===== config.mk =====
export PLATFORM = sky130hd
export DESIGN_NAME = happ_port
export DESIGN_NICKNAME = d
export VERILOG_FILES = /design/src/common/happ_pkg.sv /design/src/core/happ_quarter.sv /design/src/core/happ_addr_match.sv /design/src/core/happ_port.sv
export VERILOG_INCLUDE_DIRS = /design/src /design/src/common
export SDC_FILE = /design/constraint.sdc
export NUM_CORES = 1
export LEC_CHECK = 0
export BUFFER_PORTS_ARGS = -buffer_cell sky130_fd_sc_hd__clkbuf_2
export CELL_PAD_IN_SITES_DETAIL_PLACEMENT = 1
export CELL_PAD_IN_SITES_GLOBAL_PLACEMENT = 1
export CORE_ASPECT_RATIO = 0.8
export CORE_MARGIN = 2
export CORE_UTILIZATION = 33
export CTS_BUF_LIST = sky130_fd_sc_hd__clkbuf_4 sky130_fd_sc_hd__clkbuf_8
export DETAILED_ROUTE_END_ITERATION = 8
export HOLD_SLACK_MARGIN = 0.02
export PLACE_DENSITY = 0.65
export SYNTH_ARGS = -nofsm -noshare
export SYNTH_HDL_FRONTEND = slang
export SYNTH_SLANG_ARGS = --single-unit
export TNS_END_PERCENT = 20

===== constraint.sdc =====
create_clock -name sys_clk_i -period 5.1 [get_ports sys_clk_i]
set_input_delay 0.765 -clock sys_clk_i [delete_from_list [all_inputs] [get_ports sys_clk_i]]
set_output_delay 0.765 -clock sys_clk_i [all_outputs]
set_load 0.02 [all_outputs]

===== src/common/happ_consts.svh =====
// Shared constants for the host access port with prefetch.
// Assumes one system clock; quarter cycles are derived inside the port.
`ifndef HAPP_CONSTS_SVH
`define HAPP_CONSTS_SVH
`define HAPP_ADDR_W        27
`define HAPP_DATA_W        32
`define HAPP_ADDR_INC      27'h0000001
`define HAPP_MODE_RANDOM   2'h0
`define HAPP_MODE_BLOCK    2'h1
`define HAPP_MODE_RMW      2'h2
`define HAPP_Q1            2'h0
`define HAPP_Q2            2'h1
`define HAPP_Q3            2'h2
`define HAPP_Q4            2'h3
`define HAPP_IO_BASE       27'h7fff000
`define HAPP_IO_MASK       27'h7fff000
`endif


===== src/common/happ_pkg.sv =====
// Types for the host access port with prefetch.
// Assumes happ_consts.svh is compiled alongside.
`include "happ_consts.svh"
package happ_pkg;
	typedef struct packed
	{
		logic                    chip_select_n;
		logic                    read_strobe_n;
		logic                    write_strobe_n;
		logic [`HAPP_ADDR_W-1:0] address;
		logic [3:0]              byte_select;
	} happ_host_req_t;

	typedef struct packed
	{
		logic                    cyc_req;
		logic                    cyc_write;
		logic                    cyc_io;
		logic [`HAPP_ADDR_W-1:0] cyc_addr;
	} happ_mem_req_t;

	typedef enum logic [4:0]
	{
		HAPP_IDLE  = 5'h01,
		HAPP_WAIT  = 5'h02,
		HAPP_MEM   = 5'h04,
		HAPP_READY = 5'h08,
		HAPP_FETCH = 5'h10
	} happ_state_t;
endpackage : happ_pkg


===== src/core/happ_quarter.sv =====
// Quarter-cycle sequencer: one system clock per quarter, Q1..Q4.
// Assumes synchronous reset; Q1 follows reset release.
`timescale 1ns/100ps
`include "happ_consts.svh"
module happ_quarter
(
	input  wire logic       sys_clk_i,
	input  wire logic       reset_i,
	output logic [1:0]      quarter_o,
	output logic            q4_start_o
);
	typedef struct packed
	{
		logic [1:0] q;
	} happ_qstate_t;

	happ_qstate_t st;
	happ_qstate_t next_st;

	always_comb
	begin
		next_st   = st;
		next_st.q = st.q + 2'h1;
		if (reset_i)
		begin
			next_st.q = `HAPP_Q1;
		end
	end

	always_ff @(posedge sys_clk_i)
	begin
		st <= next_st;
	end

	assign quarter_o  = st.q;
	assign q4_start_o = (st.q == `HAPP_Q4);

	a_quarter_wraps : assert property (@(posedge sys_clk_i) disable iff (reset_i)
		st.q == `HAPP_Q4 |=> st.q == `HAPP_Q1)
		else $error("quarter did not wrap to Q1");
endmodule : happ_quarter


===== src/core/happ_addr_match.sv =====
// Address compare for prefetch hits and internal register decode.
// Assumes addresses are stable for the cycle they are sampled in.
`timescale 1ns/100ps
`include "happ_consts.svh"
module happ_addr_match
(
	input  wire logic [`HAPP_ADDR_W-1:0] req_addr_i,
	input  wire logic [`HAPP_ADDR_W-1:0] pf_addr_i,
	input  wire logic                    pf_valid_i,
	output logic                         pf_hit_o,
	output logic                         io_hit_o
);
	function automatic logic is_io(input logic [`HAPP_ADDR_W-1:0] a);
		is_io = ((a & `HAPP_IO_MASK) == `HAPP_IO_BASE);
	endfunction : is_io

	assign pf_hit_o = pf_valid_i && (req_addr_i == pf_addr_i);
	assign io_hit_o = is_io(req_addr_i);
endmodule : happ_addr_match


===== src/core/happ_port.sv =====
// Host access port: host strobes to local-memory cycles with prefetch.
// Assumes host pins synchronous to sys_clk_i; memory answers with mem_done_i.
//
// What this block does
// - Pending host request is sampled at Q4; memory cycle begins next Q1.
// - A request missing the Q4 sample waits for the following Q4.
// - Read: ready rises at Q2; data strobe rises at Q4 to latch data.
// - Block mode: read next sequential word once host withdraws its read.
// - Block mode: each read strobe or chip select release ending a read starts a prefetch.
// - Host address equal to prefetched address gives ready at once.
// - Read-modify-write mode: read accessed word once the write request drops.
// - Internal register reads suppress transfer enable and column strobe.
// - Internal register reads assert the output data buffer enable.
// - Internal register access works in all three modes.
// - First write with none in progress gets ready immediately.
// - Second write waits for ready until the first memory write completes.
// - Input data buffer enable stays active through every host write.
// - Write: ready at Q2; write flag drops at Q4, strobes return high on mem_done_i.
`timescale 1ns/100ps
`include "happ_consts.svh"
module happ_port
#(
	parameter int ADDR_W = `HAPP_ADDR_W
)
(
	input  wire logic                    sys_clk_i,
	input  wire logic                    reset_i,
	input  happ_pkg::happ_host_req_t     host_req_i,
	input  wire logic [1:0]              mode_i,
	input  wire logic                    mem_done_i,
	output logic                         host_ready_o,
	output logic                         host_data_strobe_o,
	output logic                         host_output_enable_n_o,
	output logic                         address_latch_strobe_n_o,
	output logic                         column_strobe_n_o,
	output logic                         transfer_output_enable_n_o,
	output logic                         data_buffer_out_enable_n_o,
	output logic                         data_buffer_in_enable_n_o,
	output happ_pkg::happ_mem_req_t      mem_req_o
);
	initial
	begin
		if (ADDR_W != `HAPP_ADDR_W)
		begin
			$error("ADDR_W must match the shared address width");
		end
	end

	typedef struct packed
	{
		happ_pkg::happ_state_t   fsm;
		logic                    ready;
		logic                    dstrobe;
		logic                    hoe_n;
		logic                    address_latch_strobe_n;
		logic                    cas_n;
		logic                    trqe_n;
		logic                    data_buffer_out_enable_n;
		logic                    data_buffer_in_enable_n;
		logic                    wr_busy;
		logic                    is_write;
		logic                    is_io;
		logic                    pf_valid;
		logic                    pf_busy;
		logic [ADDR_W-1:0]       pf_addr;
		logic [ADDR_W-1:0]       cur_addr;
		logic                    prev_active;
		logic                    prev_wr;
		happ_pkg::happ_mem_req_t mreq;
	} happ_port_t;

	happ_port_t st;
	happ_port_t next_st;

	logic [1:0] quarter;
	logic       q4_start;
	logic       pf_hit;
	logic       io_hit;
	logic       active;
	logic       rd_req;
	logic       wr_req;
	logic       release_ev;

	happ_quarter u_quarter
	(
		.sys_clk_i  (sys_clk_i),
		.reset_i    (reset_i),
		.quarter_o  (quarter),
		.q4_start_o (q4_start)
	);

	happ_addr_match u_match
	(
		.req_addr_i (host_req_i.address),
		.pf_addr_i  (st.pf_addr),
		.pf_valid_i (st.pf_valid),
		.pf_hit_o   (pf_hit),
		.io_hit_o   (io_hit)
	);

	assign rd_req     = !host_req_i.chip_select_n && !host_req_i.read_strobe_n;
	assign wr_req     = !host_req_i.chip_select_n && !host_req_i.write_strobe_n;
	assign active     = rd_req || wr_req;
	assign release_ev = st.prev_active && !active;

	always_comb
	begin
		next_st             = st;
		next_st.prev_active = active;
		next_st.prev_wr     = wr_req;
		next_st.dstrobe     = 1'b0;
		next_st.mreq.cyc_req = 1'b0;
		if (mem_done_i)
		begin
			next_st.wr_busy = 1'b0;
			next_st.pf_busy = 1'b0;
			next_st.address_latch_strobe_n = 1'b1;
			next_st.cas_n   = 1'b1;
			next_st.hoe_n   = 1'b1;
			next_st.trqe_n  = 1'b1;
		end
		// Release is seen only while ready is still up; by IDLE the edge has passed
		if (release_ev && st.fsm == happ_pkg::HAPP_READY)
		begin
			next_st.ready   = 1'b0;
			next_st.data_buffer_out_enable_n = 1'b1;
			next_st.data_buffer_in_enable_n  = 1'b1;
			if (mode_i == `HAPP_MODE_BLOCK && !st.is_write)
			begin
				// Next sequential word fetched while the host is away
				next_st.pf_addr = st.cur_addr + `HAPP_ADDR_INC;
				next_st.pf_valid = 1'b1;
				next_st.pf_busy  = 1'b1;
				next_st.mreq     = '{1'b1, 1'b0, 1'b0, st.cur_addr + `HAPP_ADDR_INC};
			end
			else if (mode_i == `HAPP_MODE_RMW && st.is_write)
			begin
				next_st.pf_addr  = st.cur_addr;
				next_st.pf_valid = 1'b1;
				next_st.pf_busy  = 1'b1;
				next_st.mreq     = '{1'b1, 1'b0, 1'b0, st.cur_addr};
			end
		end
		unique case (st.fsm)
			happ_pkg::HAPP_IDLE:
			begin
				// Late requests simply stay pending until the next Q4
				if (active && q4_start)
				begin
					next_st.cur_addr = host_req_i.address;
					next_st.is_write = wr_req;
					next_st.is_io    = io_hit;
					next_st.fsm      = happ_pkg::HAPP_WAIT;
				end
			end
			happ_pkg::HAPP_WAIT:
			begin
				if (st.is_write)
				begin
					next_st.data_buffer_in_enable_n = 1'b0;
					if (!st.wr_busy)
					begin
						next_st.ready    = 1'b1;
						next_st.wr_busy  = 1'b1;
						next_st.pf_valid = 1'b0;
						next_st.mreq     = '{1'b1, 1'b1, st.is_io, st.cur_addr};
						next_st.address_latch_strobe_n  = 1'b0;
						next_st.cas_n    = st.is_io;
						next_st.hoe_n    = 1'b0;
						next_st.fsm      = happ_pkg::HAPP_READY;
					end
				end
				else if (!st.pf_busy)
				begin
					if (pf_hit && !st.is_io)
					begin
						next_st.ready = 1'b1;
						next_st.fsm   = happ_pkg::HAPP_READY;
					end
					else
					begin
						// Stale prefetch dropped; fresh access holds ready low
						next_st.pf_valid = 1'b0;
						next_st.mreq     = '{1'b1, 1'b0, st.is_io, st.cur_addr};
						next_st.address_latch_strobe_n  = 1'b0;
						next_st.cas_n    = st.is_io;
						next_st.trqe_n   = st.is_io;
						next_st.data_buffer_out_enable_n  = !st.is_io;
						next_st.fsm      = happ_pkg::HAPP_MEM;
					end
				end
			end
			happ_pkg::HAPP_MEM:
			begin
				if (mem_done_i && quarter == `HAPP_Q1)
				begin
					next_st.ready = 1'b1;
					next_st.fsm   = happ_pkg::HAPP_READY;
				end
				else if (mem_done_i)
				begin
					next_st.fsm = happ_pkg::HAPP_FETCH;
				end
			end
			happ_pkg::HAPP_FETCH:
			begin
				if (quarter == `HAPP_Q1)
				begin
					next_st.ready = 1'b1;
					next_st.fsm   = happ_pkg::HAPP_READY;
				end
			end
			happ_pkg::HAPP_READY:
			begin
				if (!st.is_write && quarter == `HAPP_Q3)
				begin
					next_st.dstrobe = 1'b1;
				end
				// Host drops chip select on ready; we wait for that release
				if (!active)
				begin
					next_st.fsm = happ_pkg::HAPP_IDLE;
				end
			end
			default:
			begin
				next_st.fsm = happ_pkg::HAPP_IDLE;
			end
		endcase
		if (st.wr_busy && st.mreq.cyc_write && quarter == `HAPP_Q3)
		begin
			next_st.mreq.cyc_write = 1'b0;
		end
		if (reset_i)
		begin
			next_st         = '0;
			next_st.fsm     = happ_pkg::HAPP_IDLE;
			next_st.hoe_n   = 1'b1;
			next_st.address_latch_strobe_n = 1'b1;
			next_st.cas_n   = 1'b1;
			next_st.trqe_n  = 1'b1;
			next_st.data_buffer_out_enable_n = 1'b1;
			next_st.data_buffer_in_enable_n  = 1'b1;
		end
	end

	always_ff @(posedge sys_clk_i)
	begin
		st <= next_st;
	end

	assign host_ready_o               = st.ready;
	assign host_data_strobe_o         = st.dstrobe;
	assign host_output_enable_n_o     = st.hoe_n;
	assign address_latch_strobe_n_o   = st.address_latch_strobe_n;
	assign column_strobe_n_o          = st.cas_n;
	assign transfer_output_enable_n_o = st.trqe_n;
	assign data_buffer_out_enable_n_o = st.data_buffer_out_enable_n;
	assign data_buffer_in_enable_n_o  = st.data_buffer_in_enable_n;
	assign mem_req_o                  = st.mreq;

	a_io_no_cas : assert property (@(posedge sys_clk_i) disable iff (reset_i)
		st.fsm == happ_pkg::HAPP_MEM && st.is_io && !st.is_write |-> st.cas_n && st.trqe_n)
		else $error("column strobe active on register read");
	a_io_buf_out : assert property (@(posedge sys_clk_i) disable iff (reset_i)
		st.fsm == happ_pkg::HAPP_MEM && st.is_io && !st.is_write |-> !st.data_buffer_out_enable_n)
		else $error("out buffer not enabled on register read");
	a_wr_buf_in : assert property (@(posedge sys_clk_i) disable iff (reset_i)
		st.fsm == happ_pkg::HAPP_READY && st.is_write |-> !st.data_buffer_in_enable_n)
		else $error("in buffer idle during write");
	a_req_at_q4 : assert property (@(posedge sys_clk_i) disable iff (reset_i)
		$rose(st.fsm == happ_pkg::HAPP_WAIT) |-> $past(q4_start))
		else $error("request taken outside Q4");
	a_wr_first_ready : assert property (@(posedge sys_clk_i) disable iff (reset_i)
		st.fsm == happ_pkg::HAPP_WAIT && st.is_write && !st.wr_busy |=> st.ready)
		else $error("write ready not immediate");
	a_wr_hold_ready : assert property (@(posedge sys_clk_i) disable iff (reset_i)
		st.fsm == happ_pkg::HAPP_WAIT && st.is_write && st.wr_busy && !mem_done_i |=> !st.ready)
		else $error("ready given while write busy");
	a_pf_hit_ready : assert property (@(posedge sys_clk_i) disable iff (reset_i)
		st.fsm == happ_pkg::HAPP_WAIT && !st.is_write && !st.pf_busy && pf_hit && !st.is_io
		|=> st.ready ##0 st.fsm == happ_pkg::HAPP_READY)
		else $error("prefetch hit did not give ready");
	a_miss_no_ready : assert property (@(posedge sys_clk_i) disable iff (reset_i)
		st.fsm == happ_pkg::HAPP_MEM |-> !st.ready)
		else $error("ready before miss access completes");
	a_strobe_q4 : assert property (@(posedge sys_clk_i) disable iff (reset_i)
		st.dstrobe |-> quarter == `HAPP_Q4)
		else $error("data strobe outside Q4");
	a_blk_prefetch : assert property (@(posedge sys_clk_i) disable iff (reset_i)
		release_ev && st.fsm == happ_pkg::HAPP_READY && mode_i == `HAPP_MODE_BLOCK && !st.is_write
		|=> mem_req_o.cyc_req && mem_req_o.cyc_addr == $past(st.cur_addr) + `HAPP_ADDR_INC)
		else $error("block prefetch not started");
endmodule : happ_port


==> impl_metrics.env <==
export IMPL_crit_chain="nor4_4 -> and4_1 -> nand2_1 -> a32o_1 -> o21ai_0 -> a21oi_1"
export IMPL_cts_setup_buffers=0
export IMPL_p_per_area_mw_per_mm2=261
export IMPL_clkLatencyLatePin_ps=400
export IMPL_cts_buffers=9
export IMPL_drt_pass1_iter_count=7
export IMPL_status="completed"
export IMPL_min_from="u_quarter.quarter_o[0]"
export IMPL_fin_tns_setup_ps=0
export IMPL_holdWs_ps=462
export IMPL_ys_ff_latch=105
export IMPL_critical_path_peak_fanout=26
export IMPL_final_cell_mix="nand2_1, dfxtp_1, nor2_1, a21oi_1, clkbuf_2"
export IMPL_netlist_area_mm2=0.00573
export IMPL_diodes=0
export IMPL_area_delta_synth_final_pct=5.52
export IMPL_hold_buffers=0
export IMPL_max_stage_delay_ps=880
export IMPL_synth_nets=754
export IMPL_cts_tree="yes"
export IMPL_crit_arrival_ps=3560
export IMPL_ys_flop_type="dfxtp_1"
export IMPL_critPathRequiredTime_ps=5350
export IMPL_r2r_start="st[99]"
export IMPL_antenna_left=0
export IMPL_cp_start_kind="flop"
export IMPL_avgSynthCellArea_um2=8.06
export IMPL_grt_max_degree=66
export IMPL_final_common_cell="nand2_1"
export IMPL_critPathSlowestCell="nand2_1"
export IMPL_die_area_mm2=0.0184
export IMPL_max_freq_mhz=302
export IMPL_die_w_um=151
export IMPL_grt_use_total=0.207
export IMPL_worstMarginPinSlew_ps=1130
export IMPL_cp_startpoint="st[99]"
export IMPL_hold_viol=0
export IMPL_drt_drc_violations_left=0
export IMPL_route_detailed_wl_per_inst_um=19.2
export IMPL_synth_seq_area_share=0.367
export IMPL_ys_types=70
export IMPL_hpwl_mm=13.0
export IMPL_drive_gt1_frac=0.172
export IMPL_fp_dieH_um=122
export IMPL_grt_pass1_wl_mm=29.2
export IMPL_io_buffer_count=72
export IMPL_ctsLongestPathBuffers=2
export IMPL_pin_count=77
export IMPL_synth_top_area_cell="dfxtp_1"
export IMPL_irDropWorstVdd_mv=0.114
export IMPL_ys_top_cells_by_area="dfxtp_1, nand2_1, a21oi_1, nor2_1, buf_4"
export IMPL_gr_total_overflow=0
export IMPL_max_cap_violations=0
export IMPL_cellLeakagePower_nw=2.15
export IMPL_cts_reportedPaths_clkPinSlew_ps=90
export IMPL_drt_initial_drc_count=266
export IMPL_rsz0062_at_grt="false"
export IMPL_worst_hold_path_type="flop to flop"
export IMPL_synth_edf_count=0
export IMPL_num_nets_final=763
export IMPL_grt_pass1_vias=5156
export IMPL_core_mm2=0.0172
export IMPL_cts_resized=0
export IMPL_cts_root_buf="clkbuf_8"
export IMPL_gp_congestion=0.827
export IMPL_antenna_found_initial=0
export IMPL_fin_skew_ps=12.4
export IMPL_ys_warn_count=0
export IMPL_slew_headroom=0.247
export IMPL_cts_max_level=3
export IMPL_worst_setup_path_type="flop to flop"
export IMPL_clock_sinks=105
export IMPL_setup_viol=0
export IMPL_yosys_area_top_type_share=0.367
export IMPL_n_fill_cell=2132
export IMPL_synthCells=711
export IMPL_start_util=0.334
export IMPL_crit_path_end_kind="flop"
export IMPL_slew_viol_final=0
export IMPL_num_rows=43
export IMPL_fin_crit_ps=3310
export IMPL_via_count=5197
export IMPL_async_flop_share=0
export IMPL_routed_wl_mm=18.2
export IMPL_vias_per_cell=5.48
export IMPL_period_share=0.649
## layer usage
| layer | vias to the layer above | part of all wire | track usage |
|---|---|---|---|
| met5 | - | 0 | 0 |
| met4 | 0 | 0.0094 | 0.0438 |
| met3 | 11 | 0.041 | 0.0434 |
| met2 | 94 | 0.44 | 0.316 |
| met1 | 2593 | 0.51 | 0.301 |
| li1 | 2499 | - | - |
## Yosys cell counts (10+ instances only)
cell type / n
a211oi_1: 15
a21oi_1: 72
a221o_1: 12
a31oi_1: 12
buf_2: 10
buf_4: 32
clkbuf_1: 23
dfxtp_1: 105
nand2_1: 118
nand3_1: 14
nand4_1: 17
nor2_1: 73
nor3_1: 15
o21ai_0: 36
xnor2_1: 24
## power by group
part	leakage, nW	switching [W]	internal [W]	total (W)
clock network	0.0929	0.000287	0.000217	0.000504
logic	1.21	0.000134	0.0000751	0.000209
registers	0.847	0.0000300	0.000838	0.000868
## critical path: cells and delay by family, from the launching register on
kind            cells  cell delay [ps]
compound gates      3              710
flops               1              410
simple gates        3             2050
## sequential cells by signal, indices dropped and copies added (netlist names)
register                    flops
address_latch_strobe_n_o        1
column_strobe_n_o               1
data_buffer_in_enable_n_o       1
data_buffer_out_enable_n_o      1
host_data_strobe_o              1
host_output_enable_n_o          1
host_ready_o                    1
mem_req_o                      30
st                             65
transfer_output_enable_n_o      1
u_quarter.quarter_o             2
## logic make-up after synthesis
family / share of synthesized area
and+or+nand+nor: 0.257
AOI/OAI and AO/OA: 0.219
DFF: 0.367
buffers and inverters: 0.0995
xor gates and xnor gates: 0.0458
adders and majority gates: 0.00873
muxes: 0.00371
## final cells by class
class                   instances  area (µm²)  area share
multi-input cells             521        3070       0.507
clock buffers                  14         174      0.0288
inverters                       5        18.8     0.00310
flip-flops and latches        105        2100       0.348
well taps                     225         282      0.0465
repair buffers                 78         405      0.0670
## through the flow
stage          setup slack (ps)  total power, W   util  cells  cell area (µm²)
6_report                   1790         0.00158  0.352    948             6050
3_3_place_gp               1570         0.00108  0.342    934             5870
2_1_floorplan              2770         0.00103      -    711             5730
5_1_grt                    1510         0.00166  0.352    948             6050
4_1_cts                    1760         0.00160  0.352    948             6050
3_5_place_dp               1570         0.00109  0.342    934             5870
## worst paths after layout
kind                             to  slack (ps)  depth (start not counted)
min reg2reg  u_quarter.quarter_o[0]         460                          1
min          u_quarter.quarter_o[0]         460                          1
max                   mem_req_o[26]        1790                          6
max reg2reg           mem_req_o[26]        1790                          6
(Power assumes the default switching activity.)
